`src/limiter_cfg_pkg.sv`:
```
`default_nettype none
package limiter_cfg_pkg;

  // Register offsets
  localparam logic [7:0] OFS_PLL_FRAC_LOW    = 8'h0A;
  localparam logic [7:0] OFS_KNEE_POINT      = 8'h0B;
  localparam logic [7:0] OFS_TRACK_GRADIENT  = 8'h0C;
  localparam logic [7:0] OFS_INIT_TUNING     = 8'h0D;
  localparam logic [7:0] OFS_ATTACK_HYST     = 8'h0E;
  localparam logic [7:0] OFS_RELEASE_RATE    = 8'h0F;
  localparam logic [7:0] OFS_INTEG_CTRL      = 8'h10;
  localparam logic [7:0] OFS_PDM_CONFIG      = 8'h11;
  localparam logic [7:0] OFS_INPUT_GAIN      = 8'h12;

  // Values after reset
  localparam logic [7:0] RST_PLL_FRAC_LOW    = 8'h00;
  localparam logic [7:0] RST_KNEE_POINT      = 8'h8F;
  localparam logic [7:0] RST_TRACK_GRADIENT  = 8'h80;
  localparam logic [7:0] RST_INIT_TUNING     = 8'hBE;
  localparam logic [7:0] RST_ATTACK_HYST     = 8'h08;
  localparam logic [7:0] RST_RELEASE_RATE    = 8'h04;
  localparam logic [7:0] RST_INTEG_CTRL      = 8'h00;
  localparam logic [7:0] RST_PDM_CONFIG      = 8'h01;
  localparam logic [7:0] RST_INPUT_GAIN      = 8'h00;

  // Field positions
  localparam int HYST_MSB      = 7;
  localparam int HYST_LSB      = 6;
  localparam int PBLK_MSB      = 4;
  localparam int PBLK_LSB      = 3;
  localparam int ATTACK_MSB    = 2;
  localparam int RELEASE_MSB   = 3;
  localparam int RATIO_MSB     = 7;
  localparam int RATIO_LSB     = 6;
  localparam int PEAK_MSB      = 5;
  localparam int EDGE_BIT      = 2;
  localparam int CLKSRC_MSB    = 1;
  localparam int GAIN_MSB      = 4;

  // Code limits
  localparam logic [13:0] PLL_FRAC_MAX    = 14'h270F;
  localparam logic [7:0]  KNEE_MIN_CODE   = 8'h6D;
  localparam logic [7:0]  KNEE_RSVD_CODE  = 8'hFF;

  // Rate arithmetic, units as named
  localparam logic [11:0] ATTACK_BASE_US  = 12'h014;
  localparam logic [11:0] ATTACK_STEP_US  = 12'h15E;
  localparam logic [10:0] RELEASE_BASE_MS = 11'h032;
  localparam logic [10:0] RELEASE_STEP_MS = 11'h069;
  // Gradient in units of 0.1 mV/V
  localparam logic [16:0] SLOPE_BASE      = 17'h0_2EE0;
  localparam logic [16:0] SLOPE_STEP      = 17'h0_0175;
  localparam logic [5:0]  GAIN_OFFSET_DB  = 6'h07;

  // Hysteresis in microvolts
  localparam logic [14:0] HYST_UV_1       = 15'h1108;
  localparam logic [14:0] HYST_UV_2       = 15'h3318;
  localparam logic [14:0] HYST_UV_3       = 15'h7738;

  // Battery code thresholds, 17.33 mV per step, 0x50 is 2.5 V
  localparam logic [7:0] VBAT_2V5        = 8'h50;
  localparam logic [7:0] VBAT_2V7        = 8'h5C;
  localparam logic [7:0] VBAT_2V9        = 8'h67;
  localparam logic [7:0] VBAT_3V1        = 8'h73;

  // PDM clock sources
  localparam logic [1:0] SRC_PLL_DIV8    = 2'h0;
  localparam logic [1:0] SRC_SENSE_CLK   = 2'h1;
  localparam logic [1:0] SRC_BIT_CLK     = 2'h2;
  localparam logic [1:0] SRC_MASTER_CLK  = 2'h3;
  localparam logic [1:0] PLL_DIV_HALF    = 2'h3;

endpackage : limiter_cfg_pkg
`default_nettype wire

```
`src/integ_filter.sv`:
```
`timescale 1ns/1ps
`default_nettype none
module integ_filter (
  input  wire logic       clk_i,
  input  wire logic       rstn_i,
  input  wire logic       peak_over_i,
  input  wire logic       peak_under_i,
  input  wire logic [5:0] peak_limit_i,
  input  wire logic [1:0] weight_ratio_i,
  output logic            attack_trig_o,
  output logic            release_trig_o,
  output logic [5:0]      count_o
);

  logic [6:0] under_r;
  logic [6:0] under_goal;

  assign under_goal = 7'(1) << {weight_ratio_i, 1'b0};

  // Over-threshold peaks count up; reaching the limit fires an attack
  always_ff @(posedge clk_i or negedge rstn_i) begin
    if (!rstn_i) begin
      count_o        <= 6'h00;
      under_r        <= 7'h00;
      attack_trig_o  <= 1'b0;
      release_trig_o <= 1'b0;
    end else begin
      attack_trig_o  <= 1'b0;
      release_trig_o <= 1'b0;
      if (peak_over_i) begin
        under_r <= 7'h00;
        if (count_o + 6'h01 >= peak_limit_i || count_o == 6'h3F) begin
          count_o       <= 6'h00;
          attack_trig_o <= 1'b1;
        end else begin
          count_o <= count_o + 6'h01;
        end
      end else if (peak_under_i) begin
        if (under_r + 7'h01 >= under_goal) begin
          under_r <= 7'h00;
          if (count_o != 6'h00) begin
            count_o <= count_o - 6'h01;
          end
          release_trig_o <= (count_o <= 6'h01);
        end else begin
          under_r <= under_r + 7'h01;
        end
      end
    end
  end

endmodule : integ_filter
`default_nettype wire

```
`src/pdm_clock_gen.sv`:
```
`timescale 1ns/1ps
`default_nettype none
module pdm_clock_gen (
  input  wire logic       clk_i,
  input  wire logic       rstn_i,
  input  wire logic [3:0] clk_pins_i,
  input  wire logic [1:0] source_i,
  input  wire logic       edge_choice_i,
  output logic            pdm_clk_o,
  output logic            ch1_launch_o,
  output logic            ch2_launch_o
);

  // Pin clocks are oversampled, so they must stay well below clk_i / 4
  logic [1:0] sync_r [4];
  logic [3:0] level;
  logic       pll_prev_r;
  logic [1:0] pll_cnt_r;
  logic       pll_div_r;
  logic       sel;

  genvar g;
  generate
    for (g = 0; g < 4; g++) begin : g_sync
      always_ff @(posedge clk_i or negedge rstn_i) begin
        if (!rstn_i) begin
          sync_r[g] <= 2'h0;
        end else begin
          sync_r[g] <= {sync_r[g][0], clk_pins_i[g]};
        end
      end
      assign level[g] = sync_r[g][1];
    end
  endgenerate

  // PLL divided by 8: toggle every fourth rising edge
  always_ff @(posedge clk_i or negedge rstn_i) begin
    if (!rstn_i) begin
      pll_prev_r <= 1'b0;
      pll_cnt_r  <= 2'h0;
      pll_div_r  <= 1'b0;
    end else begin
      pll_prev_r <= level[0];
      if (level[0] && !pll_prev_r) begin
        pll_cnt_r <= pll_cnt_r + 2'h1;
        if (pll_cnt_r == limiter_cfg_pkg::PLL_DIV_HALF) begin
          pll_div_r <= !pll_div_r;
        end
      end
    end
  end

  always_comb begin
    unique case (source_i)
      limiter_cfg_pkg::SRC_PLL_DIV8:   sel = pll_div_r;
      limiter_cfg_pkg::SRC_SENSE_CLK:  sel = level[1];
      limiter_cfg_pkg::SRC_BIT_CLK:    sel = level[2];
      limiter_cfg_pkg::SRC_MASTER_CLK: sel = level[3];
    endcase
  end

  always_ff @(posedge clk_i or negedge rstn_i) begin
    if (!rstn_i) begin
      pdm_clk_o    <= 1'b0;
      ch1_launch_o <= 1'b0;
      ch2_launch_o <= 1'b0;
    end else begin
      pdm_clk_o    <= sel;
      ch1_launch_o <= (sel != pdm_clk_o) && (sel == edge_choice_i);
      ch2_launch_o <= (sel != pdm_clk_o) && (sel != edge_choice_i);
    end
  end

endmodule : pdm_clock_gen
`default_nettype wire

```
`src/battery_limiter_pdm_gain_regs.sv`:
```
// How it works
// D is six upper plus eight lower bits
// Multiplier applied only while PLL disabled
// Knee code, 17.33 mV steps, reserved ends
// Slope 1.2 V/V plus 0.0373 per step
// Software writes 0xA9 to tuning register
// Two-bit hysteresis before release re-arms
// Software sets attack register bit five
// Low battery blocks boost pass-through
// Attack 20 us/dB plus 350 per step
// Release 50 ms/dB plus 105 per step
// Peak count limit gates gain changes
// Decrement after four-power-ratio under counts
// Edge bit picks channel one launch edge
// Channel two launches on opposite edge
// Two-bit PDM clock source, default sense
// Gain code minus seven in dB
// Software keeps reserved fields at defaults
`timescale 1ns/1ps
`default_nettype none
module battery_limiter_pdm_gain_regs (
  input  wire logic        clk_i,
  input  wire logic        rstn_i,
  // Register port
  input  wire logic [7:0]  reg_addr_i,
  input  wire logic [7:0]  reg_wdata_i,
  input  wire logic        reg_wr_i,
  input  wire logic        reg_rd_i,
  output logic [7:0]       reg_rdata_o,
  output logic             reg_rdack_o,
  // PLL
  input  wire logic        pll_enable_i,
  input  wire logic [5:0]  pll_frac_high_i,
  output logic [13:0]      pll_mult_o,
  output logic             pll_mult_valid_o,
  // Battery tracking
  input  wire logic [7:0]  vbat_code_i,
  output logic [7:0]       knee_code_o,
  output logic             knee_valid_o,
  output logic [16:0]      slope_tenth_mvv_o,
  output logic [14:0]      hysteresis_uv_o,
  output logic             passthru_block_o,
  output logic [11:0]      attack_us_per_db_o,
  output logic [10:0]      release_ms_per_db_o,
  // Limiter integration
  input  wire logic        peak_over_i,
  input  wire logic        peak_under_i,
  output logic             attack_trig_o,
  output logic             release_trig_o,
  output logic [5:0]       integ_count_o,
  // PDM output timing
  input  wire logic        pll_clk_i,
  input  wire logic        sense_clock_input_i,
  input  wire logic        bclk_i,
  input  wire logic        mclk_i,
  output logic             pdm_clk_o,
  output logic             ch1_launch_o,
  output logic             ch2_launch_o,
  // Gain
  output logic signed [5:0] input_gain_db_o
);

  logic [7:0] pll_frac_low_r;
  logic [7:0] battery_knee_point_r;
  logic [7:0] battery_track_gradient_r;
  logic [7:0] reserved_init_tuning_r;
  logic [7:0] limiter_attack_hysteresis_r;
  logic [7:0] limiter_release_rate_r;
  logic [7:0] limiter_integration_control_r;
  logic [7:0] pdm_output_config_r;
  logic [7:0] input_gain_setting_r;

  logic [7:0]  rdata_nxt;
  logic [13:0] pll_frac_nxt;
  logic [7:0]  block_level;

  logic [1:0] hysteresis_sel;
  logic [1:0] passthru_block_level;
  logic [2:0] attack_code;
  logic [3:0] limiter_release_rate;
  logic [1:0] integ_weight_ratio;
  logic [5:0] integ_peak_limit;
  logic       pdm_edge_choice;
  logic [1:0] pdm_clock_source;
  logic [4:0] input_gain_code;

  assign hysteresis_sel =
    limiter_attack_hysteresis_r[limiter_cfg_pkg::HYST_MSB:
                                limiter_cfg_pkg::HYST_LSB];
  assign passthru_block_level =
    limiter_attack_hysteresis_r[limiter_cfg_pkg::PBLK_MSB:
                                limiter_cfg_pkg::PBLK_LSB];
  assign attack_code =
    limiter_attack_hysteresis_r[limiter_cfg_pkg::ATTACK_MSB:0];
  assign limiter_release_rate =
    limiter_release_rate_r[limiter_cfg_pkg::RELEASE_MSB:0];
  assign integ_weight_ratio =
    limiter_integration_control_r[limiter_cfg_pkg::RATIO_MSB:
                                  limiter_cfg_pkg::RATIO_LSB];
  assign integ_peak_limit =
    limiter_integration_control_r[limiter_cfg_pkg::PEAK_MSB:0];
  assign pdm_edge_choice  = pdm_output_config_r[limiter_cfg_pkg::EDGE_BIT];
  assign pdm_clock_source =
    pdm_output_config_r[limiter_cfg_pkg::CLKSRC_MSB:0];
  assign input_gain_code  = input_gain_setting_r[limiter_cfg_pkg::GAIN_MSB:0];

  // Reserved fields are plain storage; software keeps their defaults
  always_ff @(posedge clk_i or negedge rstn_i) begin
    if (!rstn_i) begin
      pll_frac_low_r                <= limiter_cfg_pkg::RST_PLL_FRAC_LOW;
      battery_knee_point_r          <= limiter_cfg_pkg::RST_KNEE_POINT;
      battery_track_gradient_r      <= limiter_cfg_pkg::RST_TRACK_GRADIENT;
      reserved_init_tuning_r        <= limiter_cfg_pkg::RST_INIT_TUNING;
      limiter_attack_hysteresis_r   <= limiter_cfg_pkg::RST_ATTACK_HYST;
      limiter_release_rate_r        <= limiter_cfg_pkg::RST_RELEASE_RATE;
      limiter_integration_control_r <= limiter_cfg_pkg::RST_INTEG_CTRL;
      pdm_output_config_r           <= limiter_cfg_pkg::RST_PDM_CONFIG;
      input_gain_setting_r          <= limiter_cfg_pkg::RST_INPUT_GAIN;
    end else if (reg_wr_i) begin
      unique case (reg_addr_i)
        limiter_cfg_pkg::OFS_PLL_FRAC_LOW:
          pll_frac_low_r <= reg_wdata_i;
        limiter_cfg_pkg::OFS_KNEE_POINT:
          battery_knee_point_r <= reg_wdata_i;
        limiter_cfg_pkg::OFS_TRACK_GRADIENT:
          battery_track_gradient_r <= reg_wdata_i;
        limiter_cfg_pkg::OFS_INIT_TUNING:
          reserved_init_tuning_r <= reg_wdata_i;
        limiter_cfg_pkg::OFS_ATTACK_HYST:
          limiter_attack_hysteresis_r <= reg_wdata_i;
        limiter_cfg_pkg::OFS_RELEASE_RATE:
          limiter_release_rate_r <= reg_wdata_i;
        limiter_cfg_pkg::OFS_INTEG_CTRL:
          limiter_integration_control_r <= reg_wdata_i;
        limiter_cfg_pkg::OFS_PDM_CONFIG:
          pdm_output_config_r <= reg_wdata_i;
        limiter_cfg_pkg::OFS_INPUT_GAIN:
          input_gain_setting_r <= reg_wdata_i;
        default: ;
      endcase
    end
  end

  always_comb begin
    unique case (reg_addr_i)
      limiter_cfg_pkg::OFS_PLL_FRAC_LOW:   rdata_nxt = pll_frac_low_r;
      limiter_cfg_pkg::OFS_KNEE_POINT:     rdata_nxt = battery_knee_point_r;
      limiter_cfg_pkg::OFS_TRACK_GRADIENT:
        rdata_nxt = battery_track_gradient_r;
      limiter_cfg_pkg::OFS_INIT_TUNING:    rdata_nxt = reserved_init_tuning_r;
      limiter_cfg_pkg::OFS_ATTACK_HYST:
        rdata_nxt = limiter_attack_hysteresis_r;
      limiter_cfg_pkg::OFS_RELEASE_RATE:   rdata_nxt = limiter_release_rate_r;
      limiter_cfg_pkg::OFS_INTEG_CTRL:
        rdata_nxt = limiter_integration_control_r;
      limiter_cfg_pkg::OFS_PDM_CONFIG:     rdata_nxt = pdm_output_config_r;
      limiter_cfg_pkg::OFS_INPUT_GAIN:     rdata_nxt = input_gain_setting_r;
      default:                             rdata_nxt = 8'h00;
    endcase
  end

  always_ff @(posedge clk_i or negedge rstn_i) begin
    if (!rstn_i) begin
      reg_rdata_o <= 8'h00;
      reg_rdack_o <= 1'b0;
    end else begin
      reg_rdack_o <= reg_rd_i;
      if (reg_rd_i) begin
        reg_rdata_o <= rdata_nxt;
      end
    end
  end

  assign pll_frac_nxt = {pll_frac_high_i, pll_frac_low_r};

  // A running PLL keeps its multiplier so half-written values stay out
  always_ff @(posedge clk_i or negedge rstn_i) begin
    if (!rstn_i) begin
      pll_mult_o       <= 14'h0000;
      pll_mult_valid_o <= 1'b1;
    end else if (!pll_enable_i) begin
      pll_mult_o       <= pll_frac_nxt;
      pll_mult_valid_o <= (pll_frac_nxt <= limiter_cfg_pkg::PLL_FRAC_MAX);
    end
  end

  always_comb begin
    unique case (passthru_block_level)
      2'h0: block_level = limiter_cfg_pkg::VBAT_2V5;
      2'h1: block_level = limiter_cfg_pkg::VBAT_2V7;
      2'h2: block_level = limiter_cfg_pkg::VBAT_2V9;
      2'h3: block_level = limiter_cfg_pkg::VBAT_3V1;
    endcase
  end

  // Blocking pass-through keeps the boost running regardless of output
  always_ff @(posedge clk_i or negedge rstn_i) begin
    if (!rstn_i) begin
      passthru_block_o <= 1'b0;
    end else begin
      passthru_block_o <= (vbat_code_i < block_level);
    end
  end

  always_ff @(posedge clk_i or negedge rstn_i) begin
    if (!rstn_i) begin
      knee_code_o  <= limiter_cfg_pkg::RST_KNEE_POINT;
      knee_valid_o <= 1'b1;
    end else begin
      knee_code_o  <= battery_knee_point_r;
      knee_valid_o <= (battery_knee_point_r >= limiter_cfg_pkg::KNEE_MIN_CODE)
        && (battery_knee_point_r != limiter_cfg_pkg::KNEE_RSVD_CODE);
    end
  end

  always_ff @(posedge clk_i or negedge rstn_i) begin
    if (!rstn_i) begin
      slope_tenth_mvv_o <= limiter_cfg_pkg::SLOPE_BASE;
    end else begin
      slope_tenth_mvv_o <= 17'(limiter_cfg_pkg::SLOPE_BASE
        + limiter_cfg_pkg::SLOPE_STEP * {9'h000, battery_track_gradient_r});
    end
  end

  always_ff @(posedge clk_i or negedge rstn_i) begin
    if (!rstn_i) begin
      hysteresis_uv_o <= 15'h0000;
    end else begin
      unique case (hysteresis_sel)
        2'h0: hysteresis_uv_o <= 15'h0000;
        2'h1: hysteresis_uv_o <= limiter_cfg_pkg::HYST_UV_1;
        2'h2: hysteresis_uv_o <= limiter_cfg_pkg::HYST_UV_2;
        2'h3: hysteresis_uv_o <= limiter_cfg_pkg::HYST_UV_3;
      endcase
    end
  end

  always_ff @(posedge clk_i or negedge rstn_i) begin
    if (!rstn_i) begin
      attack_us_per_db_o  <= limiter_cfg_pkg::ATTACK_BASE_US;
      release_ms_per_db_o <= limiter_cfg_pkg::RELEASE_BASE_MS;
    end else begin
      attack_us_per_db_o  <= 12'(limiter_cfg_pkg::ATTACK_BASE_US
        + limiter_cfg_pkg::ATTACK_STEP_US * {9'h000, attack_code});
      release_ms_per_db_o <= 11'(limiter_cfg_pkg::RELEASE_BASE_MS
        + limiter_cfg_pkg::RELEASE_STEP_MS
          * {7'h00, limiter_release_rate});
    end
  end

  always_ff @(posedge clk_i or negedge rstn_i) begin
    if (!rstn_i) begin
      input_gain_db_o <= -6'sd7;
    end else begin
      input_gain_db_o <= $signed({1'b0, input_gain_code}
                                 - limiter_cfg_pkg::GAIN_OFFSET_DB);
    end
  end

  integ_filter u_integ (
    .clk_i          (clk_i),
    .rstn_i         (rstn_i),
    .peak_over_i    (peak_over_i),
    .peak_under_i   (peak_under_i),
    .peak_limit_i   (integ_peak_limit),
    .weight_ratio_i (integ_weight_ratio),
    .attack_trig_o  (attack_trig_o),
    .release_trig_o (release_trig_o),
    .count_o        (integ_count_o)
  );

  pdm_clock_gen u_pdm (
    .clk_i         (clk_i),
    .rstn_i        (rstn_i),
    .clk_pins_i    ({mclk_i, bclk_i, sense_clock_input_i, pll_clk_i}),
    .source_i      (pdm_clock_source),
    .edge_choice_i (pdm_edge_choice),
    .pdm_clk_o     (pdm_clk_o),
    .ch1_launch_o  (ch1_launch_o),
    .ch2_launch_o  (ch2_launch_o)
  );

endmodule : battery_limiter_pdm_gain_regs
`default_nettype wire

```
`config.mk`:
```
export PLATFORM = sky130hd
export DESIGN_NAME = battery_limiter_pdm_gain_regs
export DESIGN_NICKNAME = d
export VERILOG_FILES = /design/src/limiter_cfg_pkg.sv /design/src/integ_filter.sv /design/src/pdm_clock_gen.sv /design/src/battery_limiter_pdm_gain_regs.sv
export SDC_FILE = /design/constraint.sdc
export NUM_CORES = 1
export LEC_CHECK = 0
export BUFFER_PORTS_ARGS = -buffer_cell sky130_fd_sc_hd__buf_4
export CORE_MARGIN = 2
export CORE_UTILIZATION = 55
export CTS_CLUSTER_SIZE = 25
export DETAILED_ROUTE_END_ITERATION = 6
export PLACE_DENSITY = 0.81
export REMOVE_ABC_BUFFERS = 1
export SYNTH_ARGS = -nofsm -noshare
export SYNTH_HDL_FRONTEND = slang
export SYNTH_SLANG_ARGS = --single-unit
```
`constraint.sdc`:
```
create_clock -name clk_i -period 12.32 [get_ports clk_i]
set_clock_uncertainty 0.1 [all_clocks]
set_input_delay 0 -clock clk_i [delete_from_list [all_inputs] [get_ports clk_i]]
set_output_delay 0 -clock clk_i [all_outputs]
set_load 0.02 [all_outputs]
```
==> results.toml, run 1 <==
[status]
outcome = "completed"

[clock_tree]
cts_made_buffers = 17
cts-root-buf = "clkbuf_16"
postCtsSetupRepairBufs = 0
cts_tree = "built"
clock_sink_count = 184
insertion_delay_ps = 420
cts-root-to-sink-buffers = 2
cts.reportedPaths.clkPinSlew_ps = 70
number_of_levels_the_h_tree_was_split_into = 4

[power_and_ir_drop]
vdd_drop_max_uv = 134
power.density_mw_per_mm2 = 141
power_mw = 1.73
cell_internal_pwr_mw = 1.19
clockPowerShare = 0.309
switching_share = 0.316
power.combinational.fraction = 0.269
seqPwrFrac = 0.423
power.net_switching_uw = 549
total_leakage_power_nw = 6.27

[die]
die_area_mm2 = 0.0197
die_width_um = 140
initial_core_util = 0.565
die_h_um = 140
std_cell_core_area_mm2 = 0.0181
io-pin-count = 147
floorplan_row_count = 49

[sta]
post-route-min-period_ps = 4980
timing_hold_violations_final = 0
timing.max_slew.rel_slack = 0.303
final.setup.tns_ps = 0
worst_max_slew_pin_slew_ps = 1050
max_clock_freq_mhz = 201
timing.final.ws_setup_ps = 7340
final-setup-viol-count = 0
period_utilization_post_route = 0.404
rsz0062_at_grt = "no"
hold-worst-slack_ps = 69.8
final_max_slew_viol_count = 0

[flow_run]
max_capacitance_violation_count = 0

[global_routing]
grt_start_max_net_pins = 101
antenna_found_initial = 0
grt.total_usage = 0.232
grt-ovfl-total = 0
grt_pass1_vias = 7212
grt_first_pass_wirelength_mm = 36.1

[setup_path]
timing.setup.critical_path_class = "flip-flop to flip-flop"
worst_r2r_dst = "slope_tenth_mvv_o[16]$_DFF_PN0_"
cp.required_ps = 12570
reg2reg_slack_ps = 7340
critical_path.max_fanout = 9
worst_r2r_path_depth = 13
setup.worst_path.start_class = "flip-flop"
critical_path.endpoint_type = "flip-flop"
cp.arrival_ps = 5220
regToRegStartpoint = "battery_track_gradient_r[2]$_DFFE_PN0P_"

[logic_synthesis]
synth.top_cells.by_count = "dfrtp_1, inv_1, ha_1"
postSynth.asyncResetShare = 1.00
synth_ff_type = "dfrtp_1"
synth_top_cell_by_area = "dfrtp_1"
synth_warnings = 0
ys_seq_elements = 184
synth_area_per_cell_um2 = 11.9
post-synth-top-area-fraction = 0.357
number_of_enable_type_register_cells_in_the_synthesized_netlist = 0
synth.most_common_cell = "dfrtp_1"
ys_top_cells_by_area = "dfrtp_1, ha_1, dfstp_2"
netlist_area_mm2 = 0.0102
post_synth_inst_count = 862
seq_area_frac_synth = 0.455
post_synth_num_cell_types = 64

[route]
drt_iter0_drcs = 466
route.final.wire_length_mm = 21.8
detail_route.vias_per_cell = 5.61
wl_per_cell_um = 17.2
drt.antenna.violating_nets = 0
num_vias = 7110
route.detailed.drc = 0
drt_pass1_iterations = 7

[worst_hold_path]
hold_path_class = "input port to flip-flop"
timing.hold.worst.start = "reg_addr_i[2]"
min_delay_path_depth = 4
timing.hold.worst_endpoint = "battery_knee_point_r[6]$_DFFE_PN0P_"

[placed_design]
placement_setup_slack_ps = 7360
detailedPlacementHpwl_mm = 15.5
placement.io_buffers = 139
gpl.final_weighted_congestion = 0.870

[finish]
area_growth_syn_to_layout_pct = 20.4
multiInputGateArea_mm2 = 0.00504
finalNetCount = 1185
ff_latch_area_mm2 = 0.00465
fillCellCount = 1331
antenna_cells_inserted = 0
final_core_utilization = 0.681
drive_gt1_frac = 0.306
==> how the worst max path moves through the flow <==
| stage | start | endpoint | slack (ps) | cells past startpoint |
|---|---|---|---|---|
| detailed placement | battery_track_gradient_r[3]$_DFFE_PN0P_ | slope_tenth_mvv_o[16]$_DFF_PN0_ | 7360 | 15 |
| CTS | battery_track_gradient_r[2]$_DFFE_PN0P_ | slope_tenth_mvv_o[16]$_DFF_PN0_ | 7310 | 13 |
| global route | battery_track_gradient_r[2]$_DFFE_PN0P_ | slope_tenth_mvv_o[16]$_DFF_PN0_ | 6990 | 13 |
| finish | battery_track_gradient_r[2]$_DFFE_PN0P_ | slope_tenth_mvv_o[16]$_DFF_PN0_ | 7340 | 13 |
| global placement | battery_track_gradient_r[2]$_DFFE_PN0P_ | slope_tenth_mvv_o[16]$_DFF_PN0_ | 7420 | 13 |
| floorplan | battery_track_gradient_r[2]$_DFFE_PN0P_ | slope_tenth_mvv_o[16]$_DFF_PN0_ | 7790 | 13 |
==> per-layer routing <==
layer  vias up  track usage  routed length (µm)
li1       3321            -                   -
met1      3555        0.314                9680
met2       203        0.383               10600
met3        31       0.0424                1170
met4         0       0.0718                 385
met5         -            0                   0
==> cell families (layout without fill, tap and decap cells) <==
kind of cell,Yosys count,after routing,synth area share
other cells,1,7,0.000367
flops,184,184,0.455
simple gates,140,140,0.0732
mux,112,112,0.126
xor+xnor,44,44,0.0377
compound gates,130,130,0.0866
fa+ha+maj,120,120,0.167
buf+inv,131,301,0.0540
==> critical path, stage by stage, from the launching register on <==
cell,delay [ps]
dfrtp_1,500
fa_1,600
fa_1,450
fa_1,550
inv_1,60
fa_1,530
inv_1,40
ha_1,330
and3_1,180
a2111oi_1,710
o21ai_0,320
a21o_1,240
a21oi_1,160
xnor2_1,140
==> cell usage in the layout (no fill, tap or decap), types with 4 or more instances in the layout <==
master,n
and3_1,9
nand3_1,19
inv_1,94
xnor2_1,24
dlygate4sd3_1,33
clkbuf_16,17
xor2_1,20
fa_1,28
o2bb2ai_1,11
nand2b_1,16
a21oi_1,21
ha_1,91
dfrtp_1,146
nand2_1,29
a31oi_1,9
buf_4,141
mux2_4,8
a222oi_1,8
a21o_1,9
o21a_1,4
mux2_2,82
o22ai_1,10
nand4_1,5
a221oi_1,7
o21ai_0,30
dfstp_2,38
nor3_1,9
mux2i_1,20
conb_1,7
nor2_1,26
==> power groups by stage <==
stage	Clock (mW)	Sequential, mW	Combinational (mW)
2_1_floorplan	0	0.790	0.240
3_3_place_gp	0	0.741	0.447
3_5_place_dp	0	0.742	0.460
4_1_cts	0.543	0.733	0.472
5_1_grt	0.572	0.742	0.523
6_report	0.535	0.732	0.466
==> layout make-up <==
class	instances	area share
well taps	229	0.0233
repair buffers	175	0.114
clock buffers	20	0.0371
multi-input cells	553	0.410
flip-flops and latches	184	0.378
inverters	94	0.0287
clock inverters	12	0.00945
==> registers in the layout, indices dropped and copies added (netlist names), 11 cells and up <==
name                 flops
slope_tenth_mvv_o       17
pll_mult_o              14
attack_us_per_db_o      11
release_ms_per_db_o     11
==> metrics by stage <==
stage | area [µm²] | instances
6_report | 12300 | 1267
3_3_place_gp | 11400 | 1202
5_1_grt | 12300 | 1267
3_5_place_dp | 11400 | 1202
2_1_floorplan | 10000 | 831
4_1_cts | 12300 | 1267
==> timing repair <==
action,in CTS,in global routing
resized for setup,0,0
endpoints found under the setup margin,0,0
hold buffers,33,0
hold endpoints to repair,191,0
No activity file was read; power rests on OpenSTA's default activity.
==> run 2: changes to the inputs <==
--- a/config.mk
+++ b/config.mk
@@ -5,12 +5,13 @@
 export SDC_FILE = /design/constraint.sdc
 export NUM_CORES = 1
 export LEC_CHECK = 0
+export ABC_AREA = 1
 export BUFFER_PORTS_ARGS = -buffer_cell sky130_fd_sc_hd__buf_4
 export CORE_MARGIN = 2
-export CORE_UTILIZATION = 55
+export CORE_UTILIZATION = 53
 export CTS_CLUSTER_SIZE = 25
 export DETAILED_ROUTE_END_ITERATION = 6
-export PLACE_DENSITY = 0.81
+export PLACE_DENSITY = 0.82
 export REMOVE_ABC_BUFFERS = 1
 export SYNTH_ARGS = -nofsm -noshare
 export SYNTH_HDL_FRONTEND = slang
==> constraint.sdc (replaced) <==
create_clock -name clk_i -period 4.1 [get_ports clk_i]
set_clock_uncertainty 0.1 [all_clocks]
set_input_delay 0 -clock clk_i [delete_from_list [all_inputs] [get_ports clk_i]]
set_output_delay 0 -clock clk_i [all_outputs]
set_load 0.02 [all_outputs]
==> results.toml, run 2 <==
[die]
io-pin-count = 147
die_area_mm2 = 0.0206
die_width_um = 144
std_cell_core_area_mm2 = 0.0193
die_h_um = 144
initial_core_util = 0.536
floorplan_row_count = 51

[logic_synthesis]
synth_warnings = 0
seq_area_frac_synth = 0.451
netlist_area_mm2 = 0.0103
synth_area_per_cell_um2 = 9.15
synth_top_cell_by_area = "dfrtp_1"
synth.top_cells.by_count = "nand2_1, inv_1, dfrtp_1"
synth.most_common_cell = "nand2_1"
ys_top_cells_by_area = "dfrtp_1, ha_1, dfstp_2"
post_synth_inst_count = 1128
post_synth_num_cell_types = 47
postSynth.asyncResetShare = 1.00
synth_ff_type = "dfrtp_1"
post-synth-top-area-fraction = 0.354
number_of_enable_type_register_cells_in_the_synthesized_netlist = 0
ys_seq_elements = 184

[power_and_ir_drop]
power.combinational.fraction = 0.275
cell_internal_pwr_mw = 3.57
switching_share = 0.328
vdd_drop_max_uv = 287
power.density_mw_per_mm2 = 423
seqPwrFrac = 0.411
clockPowerShare = 0.314
power_mw = 5.30
power.net_switching_mw = 1.74
total_leakage_power_nw = 6.50

[setup_path]
cp.required_ps = 4320
worstPathCellList = "buf_4 > ha_1 > fa_1 > fa_1 > inv_1 > fa_1 > inv_1 > ha_1 > nand2_1 > o21ai_0 > a21oi_2 > nor2_1 > nor2_1 > xnor2_1"
regToRegStartpoint = "battery_track_gradient_r[4]$_DFFE_PN0P_"
delay_heaviest_family_cp = "adder cells"
setup.worst_path.start_class = "flip-flop"
timing.setup.critical_path_class = "flip-flop to flip-flop"
critical_path.max_fanout = 5
critical_path.endpoint_type = "flip-flop"
worst-path-buf-inv = 3
cp.arrival_ps = 4120
cpMostUsedCell = "fa_1"
worst_r2r_path_depth = 14
worst_r2r_dst = "slope_tenth_mvv_o[14]$_DFF_PN0_"
critPathMaxStageDelay_ps = 550
reg2reg_slack_ps = 200
cp_slowest_cell = "fa_1"

[route]
num_vias = 8086
drt_pass1_iterations = 5
wl_per_cell_um = 15.0
drt.antenna.violating_nets = 0
route.detailed.drc = 0
route.final.wire_length_mm = 23.8
detail_route.vias_per_cell = 5.11
drt_iter0_drcs = 737

[finish]
antenna_cells_inserted = 0
registers_with_the_most_flip_flops = "slope_tenth_mvv_o: 17 flops, pll_mult_o: 14 flops"
finalNetCount = 1464
largest_register = "slope_tenth_mvv_o"
flip_flop_count_of_the_largest_register_after_layout = 17
area_growth_syn_to_layout_pct = 21.3
highest_count_cells_in_the_layout_ignoring_fill_and_taps = "nand2_1, inv_1, dfrtp_1"
postLayoutCellArea_mm2 = 0.0125
drive_gt1_frac = 0.207
final_common_cell = "nand2_1"

[placed_design]
gpl.final_weighted_congestion = 0.944
place_area_mm2 = 0.0116
placement.io_buffers = 139
detailedPlacementHpwl_mm = 17.2

[clock_tree]
cts-root-to-sink-buffers = 2
cts.reportedPaths.clkPinSlew_ps = 70
clock_sink_count = 184
number_of_levels_the_h_tree_was_split_into = 4
cts_made_buffers = 17
insertion_delay_ps = 440
cts-root-buf = "clkbuf_16"
postCtsSetupRepairBufs = 0
cts_tree = "built"

[global_routing]
grt-ovfl-total = 0
grt.total_usage = 0.240
antenna_found_initial = 0
grt_first_pass_wirelength_mm = 38.8
grt_start_max_net_pins = 100
grt_pass1_vias = 7967

[status]
outcome = "completed"

[worst_hold_path]
min_delay_path_depth = 3
hold_path_class = "input port to flip-flop"
timing.hold.worst_endpoint = "pdm_output_config_r[4]$_DFFE_PN0P_"
timing.hold.worst.start = "reg_wdata_i[4]"

[sta]
post-route-min-period_ps = 3900
timing_hold_violations_final = 0
timing.max_slew.rel_slack = 0.396
period_utilization_post_route = 0.951
worst_max_slew_pin_slew_ps = 905
hold-worst-slack_ps = 15.5
final-setup-viol-count = 0
rsz0062_at_grt = "no"
final_max_slew_viol_count = 0
max_clock_freq_mhz = 256
final.setup.tns_ps = 0

[flow_run]
max_capacitance_violation_count = 0
-- run 2: cell count changes after synthesis, moves of 14 or more --
cell / delta
mux2i_1: -19
nor2_1: +55
nand2b_1: -15
xnor2_1: -15
o21ai_1: +31
clkbuf_1: -14
o21ai_0: +33
nand2_1: +234
inv_1: +53
nand3_1: +25
mux2_2: -81
o21ai_2: +16
-- run 2: cell families (layout without fill, tap and decap cells) --
| logic type | after synthesis | count (layout) | share of synthesized area |
|---|---|---|---|
| other | 1 | 7 | 0.000363 |
| DFF | 184 | 184 | 0.451 |
| adders and majority gates | 119 | 119 | 0.165 |
| xor gates and xnor gates | 41 | 41 | 0.0355 |
| buffers and inverters | 185 | 368 | 0.0775 |
| muxes | 2 | 2 | 0.00206 |
| AOI/OAI and AO/OA | 164 | 164 | 0.0915 |
| and+or+nand+nor | 432 | 432 | 0.178 |
-- run 2: what timing repair did --
action / in CTS / in global routing
setup endpoints to repair: 0 / 2
hold buffers: 35 / 0
gates resized for setup: 0 / 6
hold endpoints to repair: 168 / 0
-- run 2: routing by layer --
metal / GRT usage / wire, µm / vias up
li1: - / - / 3934
met1: 0.311 / 10300 / 3880
met2: 0.398 / 11600 / 235
met3: 0.0630 / 1560 / 37
met4: 0.0697 / 375 / 0
met5: 0 / 0 / -
-- run 2: worst max-delay path by stage --
stage / slack (ps) / endpoint / from / cells after the start
6_report: 200 / slope_tenth_mvv_o[14]$_DFF_PN0_ / battery_track_gradient_r[4]$_DFFE_PN0P_ / 14
5_1_grt: 10 / slope_tenth_mvv_o[14]$_DFF_PN0_ / battery_track_gradient_r[5]$_DFFE_PN0P_ / 15
4_1_cts: 110 / slope_tenth_mvv_o[13]$_DFF_PN1_ / battery_track_gradient_r[3]$_DFFE_PN0P_ / 12
3_5_place_dp: 130 / slope_tenth_mvv_o[13]$_DFF_PN1_ / battery_track_gradient_r[3]$_DFFE_PN0P_ / 12
3_3_place_gp: 190 / slope_tenth_mvv_o[13]$_DFF_PN1_ / battery_track_gradient_r[3]$_DFFE_PN0P_ / 12
2_1_floorplan: 300 / slope_tenth_mvv_o[13]$_DFF_PN1_ / battery_track_gradient_r[2]$_DFFE_PN0P_ / 12
-- run 2: metrics by stage --
| stage | std cells | worst slack (ps) | utilization |
|---|---|---|---|
| after detailed placement | 1515 | 132 | 0.600 |
| after global routing | 1582 | 13.7 | 0.650 |
| after floorplan | 1105 | 297 | - |
| final | 1582 | 199 | 0.650 |
| after CTS | 1582 | 109 | 0.650 |
| after global placement | 1515 | 193 | 0.600 |
-- run 2: worst reg2reg max path: cells and delay by family, from the launching register on --
family / cells / cell delay, ps
adders and majority gates: 5 / 2200
DFF: 1 / 470
AOI/OAI and AO/OA: 2 / 390
buffers and inverters: 3 / 290
and+or+nand+nor: 3 / 230
xor gates and xnor gates: 1 / 110
-- run 2: power groups by stage --
stage,clock network (mW),registers [mW],logic [mW]
final,1.67,2.18,1.46
after global routing,1.76,2.20,1.65
after floorplan,0,2.36,0.770
after detailed placement,0,2.21,1.43
after global placement,0,2.21,1.39
after CTS,1.68,2.18,1.47
-- run 2: final cells by class --
| class | instances | area (µm²) |
|---|---|---|
| Clock inverter | 10 | 108 |
| Tap cell | 265 | 332 |
| Clock buffer | 22 | 494 |
| Multi-Input combinational cell | 765 | 4900 |
| Timing Repair Buffer | 180 | 1460 |
| Fill cell | 1585 | 6740 |
| Sequential cell | 184 | 4650 |
| Inverter | 156 | 586 |
